===== config.mk =====
export PLATFORM = sky130hd
export DESIGN_NAME = touch_sample_timing
export DESIGN_NICKNAME = d
export VERILOG_FILES = /design/src/include/touch_cfg_pkg.sv /design/src/logic/touch_duration_timer.sv /design/src/logic/touch_sample_timing.sv
export SDC_FILE = /design/constraint.sdc
export NUM_CORES = 1
export LEC_CHECK = 0
export ABC_AREA = 1
export ABC_CLOCK_PERIOD_IN_PS = 10950
export BUFFER_PORTS_ARGS = -buffer_cell sky130_fd_sc_hd__buf_2
export CORE_AREA = 2 2 179 181
export CTS_CLUSTER_SIZE = 28
export DETAILED_ROUTE_END_ITERATION = 12
export DIE_AREA = 0 0 181 183
export PLACE_DENSITY = 0.9
export SLEW_MARGIN = 20
export SYNTH_ARGS = -nofsm -noshare
export SYNTH_HDL_FRONTEND = slang
export SYNTH_SLANG_ARGS = --single-unit

===== constraint.sdc =====
create_clock -name clk -period 10.95 [get_ports clk]
set_input_delay 0.5475 -clock clk [delete_from_list [all_inputs] [get_ports clk]]
set_output_delay 0.5475 -clock clk [all_outputs]
set_load 0.02 [all_outputs]

===== src/include/touch_cfg_pkg.sv =====
`default_nettype none

package touch_cfg_pkg;

	// Register map
	localparam logic [7:0] SENSOR_SAMPLE_ENABLE_ADDR    = 8'h21;
	localparam logic [7:0] BUTTON_TIMING_CONFIG_ADDR    = 8'h22;
	localparam logic [7:0] GROUP_TIMING_CONFIG_ONE_ADDR = 8'h23;

	localparam logic [7:0] SENSOR_SAMPLE_ENABLE_RST    = 8'hff;
	localparam logic [7:0] BUTTON_TIMING_CONFIG_RST    = 8'ha4;
	localparam logic [7:0] GROUP_TIMING_CONFIG_ONE_RST = 8'h47;
	localparam logic [7:0] UNMAPPED_READ               = 8'h00;

	// Field positions
	localparam int GROUP_SAMPLE_ENABLE_BIT = 7;
	localparam int INPUT_ENABLE_MSB        = 6;
	localparam int HIGH_NIBBLE_LSB         = 4;
	localparam int LOW_NIBBLE_LSB          = 0;

	localparam int NUM_BUTTONS = 7;
	localparam int NUM_GROUPED = 7;

	// Time base
	localparam int CLK_KHZ       = 25000;
	localparam int TICK_MS       = 35;
	localparam int TICK_CYCLES   = TICK_MS * CLK_KHZ;
	localparam int TICK_CNT_W    = 20;
	localparam int ELAPSED_W     = 9;
	localparam int INTERVAL_W    = 5;

	// Hold limit per code, in milliseconds
	localparam int HOLD_LIMIT_MS [16] = '{
		560, 840, 1120, 1400, 1680, 2240, 2800, 3360,
		3920, 4480, 5600, 6720, 7840, 8906, 10080, 11200
	};

	// Longest time: rounds down to whole ticks
	function automatic logic [ELAPSED_W-1:0] hold_limit_ticks(input logic [3:0] code);
		int ms;
		ms = HOLD_LIMIT_MS[code];
		return ELAPSED_W'(ms / TICK_MS);
	endfunction

	// Interval of (code + 1) ticks
	function automatic logic [INTERVAL_W-1:0] interval_ticks(input logic [3:0] code);
		return {1'b0, code} + 5'h01;
	endfunction

endpackage

`default_nettype wire


===== src/logic/touch_duration_timer.sv =====
`timescale 1ns/10ps
`default_nettype none

module touch_duration_timer #(
	parameter bit GROUPED = 1'b0
) (
	input  wire logic                                clk,
	input  wire logic                                rst,
	input  wire logic                                tick,
	input  wire logic                                touch,
	input  wire logic [touch_cfg_pkg::ELAPSED_W-1:0]  limit_ticks,
	input  wire logic [touch_cfg_pkg::INTERVAL_W-1:0] repeat_ticks,
	input  wire logic [touch_cfg_pkg::INTERVAL_W-1:0] thresh_ticks,
	input  wire logic                                repeat_en,
	output logic                                     start_pulse,
	output logic                                     limit_pulse,
	output logic                                     hold_pulse,
	output logic                                     tap_pulse,
	output logic                                     repeat_pulse
);
	import touch_cfg_pkg::*;

	logic                  touch_q;
	logic                  held_q;
	logic [ELAPSED_W-1:0]  elapsed_q;
	logic [INTERVAL_W-1:0] rep_cnt_q;
	logic                  rep_armed;

	assign start_pulse  = touch & ~touch_q;
	// Elapsed passes the limit on the tick that takes it above it
	assign limit_pulse  = touch & ~start_pulse & tick & (elapsed_q == limit_ticks);
	assign hold_pulse   = GROUPED & touch & ~start_pulse & ~held_q & tick
		& (elapsed_q == ELAPSED_W'(thresh_ticks));
	assign tap_pulse    = GROUPED & ~touch & touch_q & ~held_q;
	assign rep_armed    = touch & ~start_pulse & repeat_en & (GROUPED ? held_q : 1'b1);
	assign repeat_pulse = rep_armed & tick & (rep_cnt_q + 5'h01 == repeat_ticks);

	always_ff @(posedge clk) begin
		if (rst) begin
			touch_q <= 1'b0;
		end else begin
			touch_q <= touch;
		end
	end

	// Counts from touch detection on the common time base
	always_ff @(posedge clk) begin
		if (rst || start_pulse || !touch) begin
			elapsed_q <= '0;
		end else if (tick && elapsed_q != '1) begin
			elapsed_q <= elapsed_q + 9'h001;
		end
	end

	always_ff @(posedge clk) begin
		if (rst || !touch) begin
			held_q <= 1'b0;
		end else if (hold_pulse) begin
			held_q <= 1'b1;
		end
	end

	always_ff @(posedge clk) begin
		if (rst || !rep_armed || repeat_pulse) begin
			rep_cnt_q <= '0;
		end else if (tick) begin
			rep_cnt_q <= rep_cnt_q + 5'h01;
		end
	end

	AST_TAP_NOT_HOLD: assert property (@(posedge clk) disable iff (rst)
		tap_pulse |-> !$past(held_q) && !hold_pulse)
		else $error("tap reported after press-and-hold");

endmodule

`default_nettype wire


===== src/logic/touch_sample_timing.sv =====
// Operation
// - In full activity an ungrouped input is sampled only when its enable bit is one.
// - The sampling cycle keeps one fixed length whatever inputs are enabled.
// - With the group enable bit low no grouped sensor is sampled, regardless of the volume flag.
// - Bits 6..0 of the sample-enable register enable inputs seven..one and reset to all ones.
// - The button timing upper nibble sets the hold limit and resets to code 1010 (5600 ms).
// - Hold-limit codes 0..15 select 560 through 11200 ms in the printed order.
// - The button timing lower nibble sets the held-button repeat interval and resets to 0100.
// - A repeat code selects 35 ms times code plus one, default 175 ms.
// - Group timing upper nibble sets the group press-and-hold repeat interval, reset 0100.
// - A grouped touch longer than the hold threshold is a press-and-hold event.
// - A grouped touch no longer than the hold threshold is a tap event.
// - The hold threshold does not affect slide detection, reported as its own event.
// - The hold threshold code selects 35 ms times code plus one, reset 0111 (280 ms).
// - With the hold-limit enable set, an ungrouped button press beyond the limit restarts recalibration; grouped presses do not.
// - Without repeat one interrupt per touch, with repeat one per interval while held.
`timescale 1ns/10ps
`default_nettype none

module touch_sample_timing #(
	parameter int TICK_CYCLES = touch_cfg_pkg::TICK_CYCLES
) (
	input  wire logic                                 clk,
	input  wire logic                                 rst,
	input  wire logic [7:0]                           reg_addr,
	input  wire logic                                 reg_wr,
	input  wire logic                                 reg_rd,
	input  wire logic [7:0]                           reg_wdata,
	output logic      [7:0]                           reg_rdata,
	input  wire logic                                 fully_active,
	input  wire logic                                 button_hold_limit_enable,
	input  wire logic                                 button_repeat_enable,
	input  wire logic                                 group_repeat_enable,
	input  wire logic                                 volume_direction_flag,
	input  wire logic [touch_cfg_pkg::NUM_GROUPED-1:0] group_channel_enable,
	input  wire logic [touch_cfg_pkg::NUM_BUTTONS-1:0] button_touch,
	input  wire logic [touch_cfg_pkg::NUM_GROUPED-1:0] group_touch,
	input  wire logic                                 slide_detect,
	output logic                                      sample_start,
	output logic      [touch_cfg_pkg::NUM_BUTTONS-1:0] button_sample,
	output logic      [touch_cfg_pkg::NUM_GROUPED-1:0] group_sample,
	output logic      [touch_cfg_pkg::NUM_BUTTONS-1:0] button_event,
	output logic      [touch_cfg_pkg::NUM_BUTTONS-1:0] recal_request,
	output logic      [touch_cfg_pkg::NUM_GROUPED-1:0] tap_event,
	output logic      [touch_cfg_pkg::NUM_GROUPED-1:0] hold_event,
	output logic      [touch_cfg_pkg::NUM_GROUPED-1:0] hold_repeat_event,
	output logic                                      slide_event,
	output logic                                      volume_direction
);
	import touch_cfg_pkg::*;

	logic [7:0]            sensor_sample_enable_q;
	logic [7:0]            button_timing_config_q;
	logic [7:0]            group_timing_config_one_q;
	logic [TICK_CNT_W-1:0] tick_cnt_q;
	logic                  tick;
	logic                  group_sample_enable;
	logic [ELAPSED_W-1:0]  button_hold_limit;
	logic [INTERVAL_W-1:0] button_repeat_interval;
	logic [INTERVAL_W-1:0] group_hold_repeat_interval;
	logic [INTERVAL_W-1:0] group_hold_threshold;
	logic [NUM_BUTTONS-1:0] btn_start;
	logic [NUM_BUTTONS-1:0] btn_repeat;
	logic [NUM_BUTTONS-1:0] btn_limit;
	logic [NUM_BUTTONS-1:0] btn_touch_gated;
	logic [NUM_GROUPED-1:0] grp_touch_gated;
	logic [NUM_GROUPED-1:0] grp_repeat;
	logic [NUM_GROUPED-1:0] grp_tap;
	logic [NUM_BUTTONS-1:0] btn_unused_tap;
	logic [NUM_BUTTONS-1:0] btn_unused_hold;
	logic [NUM_GROUPED-1:0] grp_unused_start;
	logic [NUM_GROUPED-1:0] grp_unused_limit;
	logic [7:0]            rdata_d;
	logic [7:0]            rdata_q;

	// Register writes
	always_ff @(posedge clk) begin
		if (rst) begin
			sensor_sample_enable_q <= SENSOR_SAMPLE_ENABLE_RST;
		end else if (reg_wr && reg_addr == SENSOR_SAMPLE_ENABLE_ADDR) begin
			sensor_sample_enable_q <= reg_wdata;
		end
	end

	always_ff @(posedge clk) begin
		if (rst) begin
			button_timing_config_q <= BUTTON_TIMING_CONFIG_RST;
		end else if (reg_wr && reg_addr == BUTTON_TIMING_CONFIG_ADDR) begin
			button_timing_config_q <= reg_wdata;
		end
	end

	always_ff @(posedge clk) begin
		if (rst) begin
			group_timing_config_one_q <= GROUP_TIMING_CONFIG_ONE_RST;
		end else if (reg_wr && reg_addr == GROUP_TIMING_CONFIG_ONE_ADDR) begin
			group_timing_config_one_q <= reg_wdata;
		end
	end

	// Register reads; unmapped addresses return zero
	always_comb begin
		unique case (reg_addr)
			SENSOR_SAMPLE_ENABLE_ADDR:    rdata_d = sensor_sample_enable_q;
			BUTTON_TIMING_CONFIG_ADDR:    rdata_d = button_timing_config_q;
			GROUP_TIMING_CONFIG_ONE_ADDR: rdata_d = group_timing_config_one_q;
			default:                      rdata_d = UNMAPPED_READ;
		endcase
	end

	always_ff @(posedge clk) begin
		if (rst) begin
			rdata_q <= UNMAPPED_READ;
		end else if (reg_rd) begin
			rdata_q <= rdata_d;
		end
	end

	assign reg_rdata = rdata_q;

	// Field decode
	assign group_sample_enable        = sensor_sample_enable_q[GROUP_SAMPLE_ENABLE_BIT];
	assign button_hold_limit          = hold_limit_ticks(button_timing_config_q[HIGH_NIBBLE_LSB +: 4]);
	assign button_repeat_interval     = interval_ticks(button_timing_config_q[LOW_NIBBLE_LSB +: 4]);
	assign group_hold_repeat_interval = interval_ticks(group_timing_config_one_q[HIGH_NIBBLE_LSB +: 4]);
	assign group_hold_threshold       = interval_ticks(group_timing_config_one_q[LOW_NIBBLE_LSB +: 4]);

	// Common 35 ms time base; also the fixed sampling cycle
	always_ff @(posedge clk) begin
		if (rst || tick) begin
			tick_cnt_q <= '0;
		end else begin
			tick_cnt_q <= tick_cnt_q + 20'h0_0001;
		end
	end

	assign tick         = (tick_cnt_q == TICK_CNT_W'(TICK_CYCLES - 1));
	assign sample_start = tick & fully_active;

	// Per-input sampling strobes; skipped inputs leave an idle slot
	assign button_sample = {NUM_BUTTONS{sample_start}}
		& sensor_sample_enable_q[INPUT_ENABLE_MSB:0];
	assign group_sample  = {NUM_GROUPED{sample_start & group_sample_enable}}
		& group_channel_enable;
	assign volume_direction = volume_direction_flag & group_sample_enable;

	// Only enabled channels can report touches
	assign btn_touch_gated = button_touch & sensor_sample_enable_q[INPUT_ENABLE_MSB:0];
	assign grp_touch_gated = group_touch & group_channel_enable
		& {NUM_GROUPED{group_sample_enable}};

	generate
		for (genvar i = 0; i < NUM_BUTTONS; i++) begin : g_button
			touch_duration_timer #(
				.GROUPED (1'b0)
			) u_timer (
				.clk          (clk),
				.rst          (rst),
				.tick         (tick),
				.touch        (btn_touch_gated[i]),
				.limit_ticks  (button_hold_limit),
				.repeat_ticks (button_repeat_interval),
				.thresh_ticks (group_hold_threshold),
				.repeat_en    (button_repeat_enable),
				.start_pulse  (btn_start[i]),
				.limit_pulse  (btn_limit[i]),
				.hold_pulse   (btn_unused_hold[i]),
				.tap_pulse    (btn_unused_tap[i]),
				.repeat_pulse (btn_repeat[i])
			);
		end
		for (genvar j = 0; j < NUM_GROUPED; j++) begin : g_group
			touch_duration_timer #(
				.GROUPED (1'b1)
			) u_timer (
				.clk          (clk),
				.rst          (rst),
				.tick         (tick),
				.touch        (grp_touch_gated[j]),
				.limit_ticks  (button_hold_limit),
				.repeat_ticks (group_hold_repeat_interval),
				.thresh_ticks (group_hold_threshold),
				.repeat_en    (group_repeat_enable),
				.start_pulse  (grp_unused_start[j]),
				.limit_pulse  (grp_unused_limit[j]),
				.hold_pulse   (hold_event[j]),
				.tap_pulse    (grp_tap[j]),
				.repeat_pulse (grp_repeat[j])
			);
		end
	endgenerate

	assign button_event      = btn_start | (btn_repeat & {NUM_BUTTONS{button_repeat_enable}});
	assign recal_request     = btn_limit & {NUM_BUTTONS{button_hold_limit_enable}};
	assign hold_repeat_event = grp_repeat;
	// A touch cut off by disabling the group is not a tap
	assign tap_event         = grp_tap & {NUM_GROUPED{group_sample_enable}};
	// Slides bypass the hold threshold entirely
	assign slide_event       = slide_detect & group_sample_enable;

	AST_SAMPLE_GATED: assert property (@(posedge clk) disable iff (rst)
		(button_sample & ~sensor_sample_enable_q[INPUT_ENABLE_MSB:0]) == '0)
		else $error("disabled input sampled");

	AST_CYCLE_FIXED: assert property (@(posedge clk) disable iff (rst)
		sample_start |-> tick_cnt_q == TICK_CNT_W'(TICK_CYCLES - 1))
		else $error("sampling cycle length disturbed");

	AST_GROUP_OFF: assert property (@(posedge clk) disable iff (rst)
		!group_sample_enable |-> group_sample == '0 && hold_event == '0 && tap_event == '0
			&& !volume_direction)
		else $error("grouped sensor active while group disabled");

	AST_RESET_VALUES: assert property (@(posedge clk)
		$past(rst) && !rst |-> sensor_sample_enable_q == SENSOR_SAMPLE_ENABLE_RST
			&& button_timing_config_q == BUTTON_TIMING_CONFIG_RST
			&& group_timing_config_one_q == GROUP_TIMING_CONFIG_ONE_RST)
		else $error("register reset value wrong");

	AST_HOLD_REPEAT_GATED: assert property (@(posedge clk) disable iff (rst)
		!group_repeat_enable |-> hold_repeat_event == '0)
		else $error("hold repeat without repeat enable");

	AST_HOLD_MAP: assert property (@(posedge clk) disable iff (rst)
		button_timing_config_q[7:4] == 4'ha |-> button_hold_limit == 9'd160)
		else $error("hold limit decode wrong");

	AST_REPEAT_MAP: assert property (@(posedge clk) disable iff (rst)
		button_repeat_interval == {1'b0, button_timing_config_q[3:0]} + 5'd1)
		else $error("repeat interval decode wrong");

	AST_THRESH_MAP: assert property (@(posedge clk) disable iff (rst)
		group_timing_config_one_q[3:0] == 4'h7 |-> group_hold_threshold == 5'd8)
		else $error("hold threshold decode wrong");

	AST_RECAL_ENABLE: assert property (@(posedge clk) disable iff (rst)
		!button_hold_limit_enable |-> recal_request == '0)
		else $error("recalibration without hold limit enable");

	AST_SINGLE_IRQ: assert property (@(posedge clk) disable iff (rst)
		!button_repeat_enable |-> button_event == (btn_touch_gated & ~$past(btn_touch_gated)))
		else $error("extra button interrupt without repeat");

	AST_SLIDE_EVENT: assert property (@(posedge clk) disable iff (rst)
		slide_detect && group_sample_enable |-> slide_event)
		else $error("slide lost");

	COV_HOLD: cover property (@(posedge clk) disable iff (rst) hold_event != '0);
	COV_TAP: cover property (@(posedge clk) disable iff (rst) tap_event != '0);
	COV_HOLD_REPEAT: cover property (@(posedge clk) disable iff (rst) hold_repeat_event != '0);
	COV_RECAL: cover property (@(posedge clk) disable iff (rst) recal_request != '0);
	COV_REPEAT: cover property (@(posedge clk) disable iff (rst)
		button_repeat_enable && (btn_repeat != '0));

endmodule

`default_nettype wire


After elaboration in Yosys (flattened, before gate mapping)
Memory sizes are Yosys's and may differ from the RTL's.
Cells that the tools add are included.
Widths: inputs -> output; s select.
{ "classes": {"add_sub_neg": 32, "div_mod_pow": 1, "order_cmp": 1, "n_eq_ne": 46, "mux": 3, "n_bitwise": 182, "n_reduce_logical": 109} }
{ "op_table": {"columns": ["cell", "n"], "rows": [
  ["$and 1x1->1", 130],
  ["$add 9x1->9 const B", 14],
  ["$ne 9x9->1 const B", 14],
  ["$add 5x1->5 const B", 14],
  ["$eq 5x5->1", 14],
  ["$logic_or 1x1->1", 64],
  ["$mux 32", 2],
  ["$eq 9x5->1", 7],
  ["$eq 9x9->1", 7],
  ["$and 7x7->7", 8],
  ["$not 1->1", 42],
  ["$div 32x7->32 const B", 1],
  ["$logic_not 1->1", 28],
  ["$eq 8x6->1 const B", 3],
  ["$pmux 8 s3", 1],
  ["$add 20x1->20 const B", 1],
  ["$eq 20x20->1 const B", 1],
  ["$logic_and 1x1->1", 17],
  ["$add 4x1->5 const B", 3],
  ["$or 7x7->7", 1],
  ["$ge 5x5->1 const B", 1],
  ["$not 4->5", 1]
]} }
{ "word_totals": {"regBits": 269, "rom_bits": 512, "input_bits": 47, "output_inout_bits": 60, "word_cells": 429, "memories": 1} }
{ "mem_list": {"columns": ["name", "words", "word_bits", "rd", "rd_ports_with_merged_regs", "write_ports", "line_no", "text"], "rows": [
  ["(no name shown)", 16, 32, 1, 0, 0, "touch_cfg_pkg.sv:41", "ms = HOLD_LIMIT_MS[code];"]
]} }

Depth between registers and ports, before layout
{ "depth": {"ltp_word": 10, "depth_mapped": 72, "mapped_depth_nobuf": 66} }

Cells and area by module
Synthesis repeated with hierarchy kept, for this count alone.
{ "hier_totals": {"cells_unflattened": 3384, "hier_area_um2": 21229.1} }
{ "by_module_without_submodules": {"columns": ["module", "n_inst", "cells_per_inst", "area_each_um2", "seq_area_each_um2"], "rows": [
  ["touch_duration_timer at g_group[0].u_timer ...", 7, 186, 1177.4, 320.3],
  ["touch_duration_timer at g_button[0].u_timer ...", 7, 157, 1019.7, 300.3],
  ["touch_sample_timing", 1, 983, 5849.4, 1041.0]
]} }

Worst setup path after synthesis
No wires, ideal clock.
{ "synth_path": {"path_kind": "register -> output", "start": "register button_timing_config_q[4]", "end": "output port recal_request[0] in the netlist's numbering", "arrival_ns": 8.118, "t_required_ns": 10.403, "path_slack_ns": 2.285, "path_stages_with_launch": 70, "n_path_buf": 9, "cell_sequence": "dfxtp_1 > inv_1 > ha_1 > inv_1 > nand2_1 > nand3_1 > nand2_4 > nand2_2 > nor2_4 > nand2_1 > ha_1 > inv_1 > a21oi_2 > inv_4 > nand3_4 > buf_8 > nand2_4 > nand2_4 > (+34 left out) > nand3_2 > buf_8 > clkbuf_8 > ha_1 > inv_1 > nand3_1 > nand2_1 > nand2_2 > nor2_8 > nand3_4 > buf_6 > nand2_2 > nand3_1 > nor2_1 > nand4_4 > nand2_1 > inv_1 > nor2_1"} }
{ "synth_via": {"elab_chain_cells": 8} }
{ "synth_lines": {"columns": ["item", "line_no", "text"], "rows": [
  ["from (decl)", "touch_sample_timing.sv:53", "logic [7:0] button_timing_config_q;"],
  ["from (signal assigned)", "touch_sample_timing.sv:89", "button_timing_config_q <= reg_wdata;"],
  ["$not 4->5 (implied by the code)", "touch_cfg_pkg.sv:41", null],
  ["$mem_v2 16x32", null, null],
  ["$mux 32 (implied by the code) (2 in series)", "touch_cfg_pkg.sv:41", null],
  ["$div 32x7->32", "touch_cfg_pkg.sv:42", "return ELAPSED_W'(ms / TICK_MS);"],
  ["$eq 9x9->1", "touch_duration_timer.sv:31", "assign limit_pulse = touch & ~start_pulse & tick & (elapsed_q == limit_ticks);"],
  ["$and 1x1->1", "touch_duration_timer.sv:31", null],
  ["$and 7x7->7", "touch_sample_timing.sv:194", "assign recal_request = btn_limit & {NUM_BUTTONS{button_hold_limit_enable}};"],
  ["to (decl)", "touch_sample_timing.sv:43", "output logic [touch_cfg_pkg::NUM_BUTTONS-1:0] recal_request,"]
]} }
Every way passes these cells. The select of a mux whose other input is x is not followed.

Worst setup path in the final report
{ "layout_path": {"start": "register button_timing_config_q[4]", "end": "output port recal_request[4] in the netlist's numbering"} }
The elaborated chain is that of the path after synthesis.

==> results.toml <==
[clock_tree]
h-tree-depth = 1
clk_latency_ps = 570
clock-sinks = 269
clkTransAtPathRegs_ps = 60
cts_tree = "built"
cts_made_buffers = 29
cts_root_buf = "clkbuf_16"
clk_path_buf_depth = 3

[global_route]
antenna_found_initial = 2
overflow = 0
grt_pass1_wl_mm = 81.8
grt_pass1_vias = 17300
track_usage_pct = 29.2
grt_max_degree = 85

[die]
fp-row-count = 65
die_height_um = 183
fp.dieArea_um2 = 33100
coreArea_um2 = 31200
ioPinCount = 107
initial_utilization_pct = 59.0
fp.dieW_um = 181

[yosys]
synth_area_per_cell_um2 = 6.86
yosysWarnings = 0
synth_nets = 2790
synth-seq-cells = 269
synthFlopType = "dfxtp_1"
async_flop_share_pct = 0
yosysSeqAreaShare_pct = 29.2
synth_cells = 2684
synth.distinct_cells = 67
synth_edf_count = 0
netlist_area_um2 = 18400

[setup_path]
worstPathArrival_ps = 9560
cp_slowest_stage_delay_ps = 410
end_kind = "output port"
crit_slowest_cell = "nor3_2"
cp_max_fo = 29
rr_worst_depth = 9
critPathKind = "flop to output port"
worstPathRequired_ps = 10400
startpoint_type = "flop"
cpMostUsedCell = "nand2_1"

[layout]
final_common_cell = "nand2_1"
num-fill-cells = 2619
stdcell_count = 3184
seq_area_um2 = 5390
layout_common_cells = "nand2_1 (540), inv_1 (311), nor2_1 (287), dfxtp_1 (267), a21oi_1 (181)"
n_antenna_cell = 0
nets = 2870
syn2layout_area_growth_pct = 9.39
multi_input_area_um2 = 11300
drive_gt1_share_pct = 12.7

[routing]
drt-wirelength-per-cell_um = 15.8
via_count = 18500
drtPass1Iterations = 7
wl_mm = 50.4
drt_iter0_drc = 1760
ant_nets = 0
avgViaCountPerCell = 5.80
drc_errors = 0

[timing]
setup_tns_ps = 0
fmax_mhz = 98.9
period_share_pct = 92.3
tightest_slew_ps = 1090
drv_slew = 0
slew_headroom_pct = 27.3
holdWs_ps = 211
hold_violations = 0
skew_ps = 30.4
setup_viol = 0
period_needed_ps = 10110

[placed_design]
placed_cells = 3128
portBuffers = 106
gp_congestion = 0.943
dpl.hpwl_mm = 37.0

[job]
max-cap-violations = 0

[run_status]
outcome = "completed"

[hold_path]
hold_class = "primary input to flop"
hold_depth = 3

[pwr]
p_per_area_nw_per_um2 = 163
power.leakage_nw = 8.43
peakVddDrop_uv = 147
-- power breakdown --
group	leakage, nW	switching, mW	internal, mW	total [mW]
registers	2.17	0.00235	0.982	0.985
clock network	0.484	0.403	0.615	1.02
logic	5.78	0.882	0.405	1.29
total	8.43	1.29	2.00	3.29
-- layer usage --
layer	up-vias	routed length (um)	global-route usage, %
met4	2	2110	12.4
li1	9043	-	-
met2	771	23800	51.2
met5	-	16	0
met1	8513	20400	35.7
met3	149	4090	4.53
-- layout make-up --
| class | instances | share of cell area, % |
|---|---|---|
| inverters | 337 | 6.43 |
| multi-input cells | 2006 | 56.2 |
| clock buffers | 43 | 4.31 |
| well taps | 402 | 2.50 |
| flip-flops and latches | 269 | 26.7 |
| clock inverters | 6 | 0.608 |
| repair buffers | 121 | 3.21 |
-- synth_stat cells, types with 6 or more instances --
master / number / area, um2
nand2_1: 542 / 2030
inv_1: 311 / 1170
nor2_1: 287 / 1080
dfxtp_1: 269 / 5390
a21oi_1: 181 / 906
nand3_1: 180 / 901
o21ai_0: 129 / 646
xor2_1: 100 / 876
nand4_1: 80 / 500
nor3_1: 63 / 315
ha_1: 59 / 738
nand2_2: 57 / 357
xnor2_1: 55 / 482
nor4_1: 40 / 250
clkbuf_1: 35 / 131
nand2_4: 28 / 315
nor3b_1: 23 / 173
a211oi_1: 15 / 113
buf_4: 15 / 113
inv_2: 13 / 48.8
o2111ai_1: 13 / 114
nand3_2: 12 / 120
nor2_2: 12 / 75.1
nor2_4: 11 / 124
o21a_1: 11 / 82.6
o22ai_1: 11 / 68.8
a221oi_1: 8 / 70.1
buf_6: 8 / 90.1
nand3_4: 8 / 140
a31oi_1: 7 / 43.8
nand3b_1: 7 / 52.6
o221a_2: 7 / 78.8
buf_1: 6 / 22.5
clkinv_1: 6 / 22.5
nor2_8: 6 / 120
o221ai_1: 6 / 52.6
-- path summary, 6_finish.rpt --
check                                        start                                to  slack, ps
setup / recovery         button_timing_config_q[4]                  recal_request[4]        840
hold / removal                        reg_wdata[0]         sensor_sample_enable_q[0]        210
setup reg to reg      group_timing_config_one_q[0]         g_group[1].u_timer.held_q       7710
hold reg to reg   g_button[2].u_timer.elapsed_q[7]  g_button[2].u_timer.elapsed_q[7]        450
-- repair_timing --
item	in CTS	in global routing
gates cloned	0	2
buffers inserted	0	5
resized for setup	2	9
pin swaps	0	1
hold buffers	0	0
endpoints found under the setup margin	7	7
-- critical path, delay by kind of cell, from the launching register on --
kind / cells / cell delay, ps
and+or+nand+nor: 41 / 5700
adders and majority gates: 6 / 1370
DFF: 1 / 400
buffers and inverters: 12 / 1490
-- sequential cells by signal, summed over array words and instances, names as in the netlist --
register                    cells
g_button.u_timer.rep_cnt_q     35
button_timing_config_q          8
group_timing_config_one_q       8
g_group.u_timer.elapsed_q      63
reg_rdata                       8
g_button.u_timer.touch_q        7
g_button.u_timer.elapsed_q     63
tick_cnt_q                     20
g_group.u_timer.touch_q         7
g_group.u_timer.rep_cnt_q      35
g_group.u_timer.held_q          7
sensor_sample_enable_q          8
-- per-stage QoR --
step | instance area (um2) | utilization (%) | power [mW] | setup slack [ps]
4_1_cts | 20100 | 64.2 | 3.26 | 68.9
3_5_place_dp | 19100 | 61.0 | 2.24 | 361
2_1_floorplan | 18400 | - | 2.05 | 2280
5_1_grt | 20200 | 64.5 | 3.47 | -16.9
3_3_place_gp | 19100 | 61.0 | 2.21 | 914
6_report | 20200 | 64.5 | 3.29 | 841
-- cell families after synthesis --
kind of cell | after synthesis | synth area share (%)
DFF | 269 | 29.2
xor gates and xnor gates | 155 | 7.37
buffers and inverters | 411 | 9.71
and+or+nand+nor | 1380 | 36.8
AOI/OAI and AO/OA | 410 | 12.9
adders and majority gates | 59 | 4.01
(Power assumes the default switching activity.)
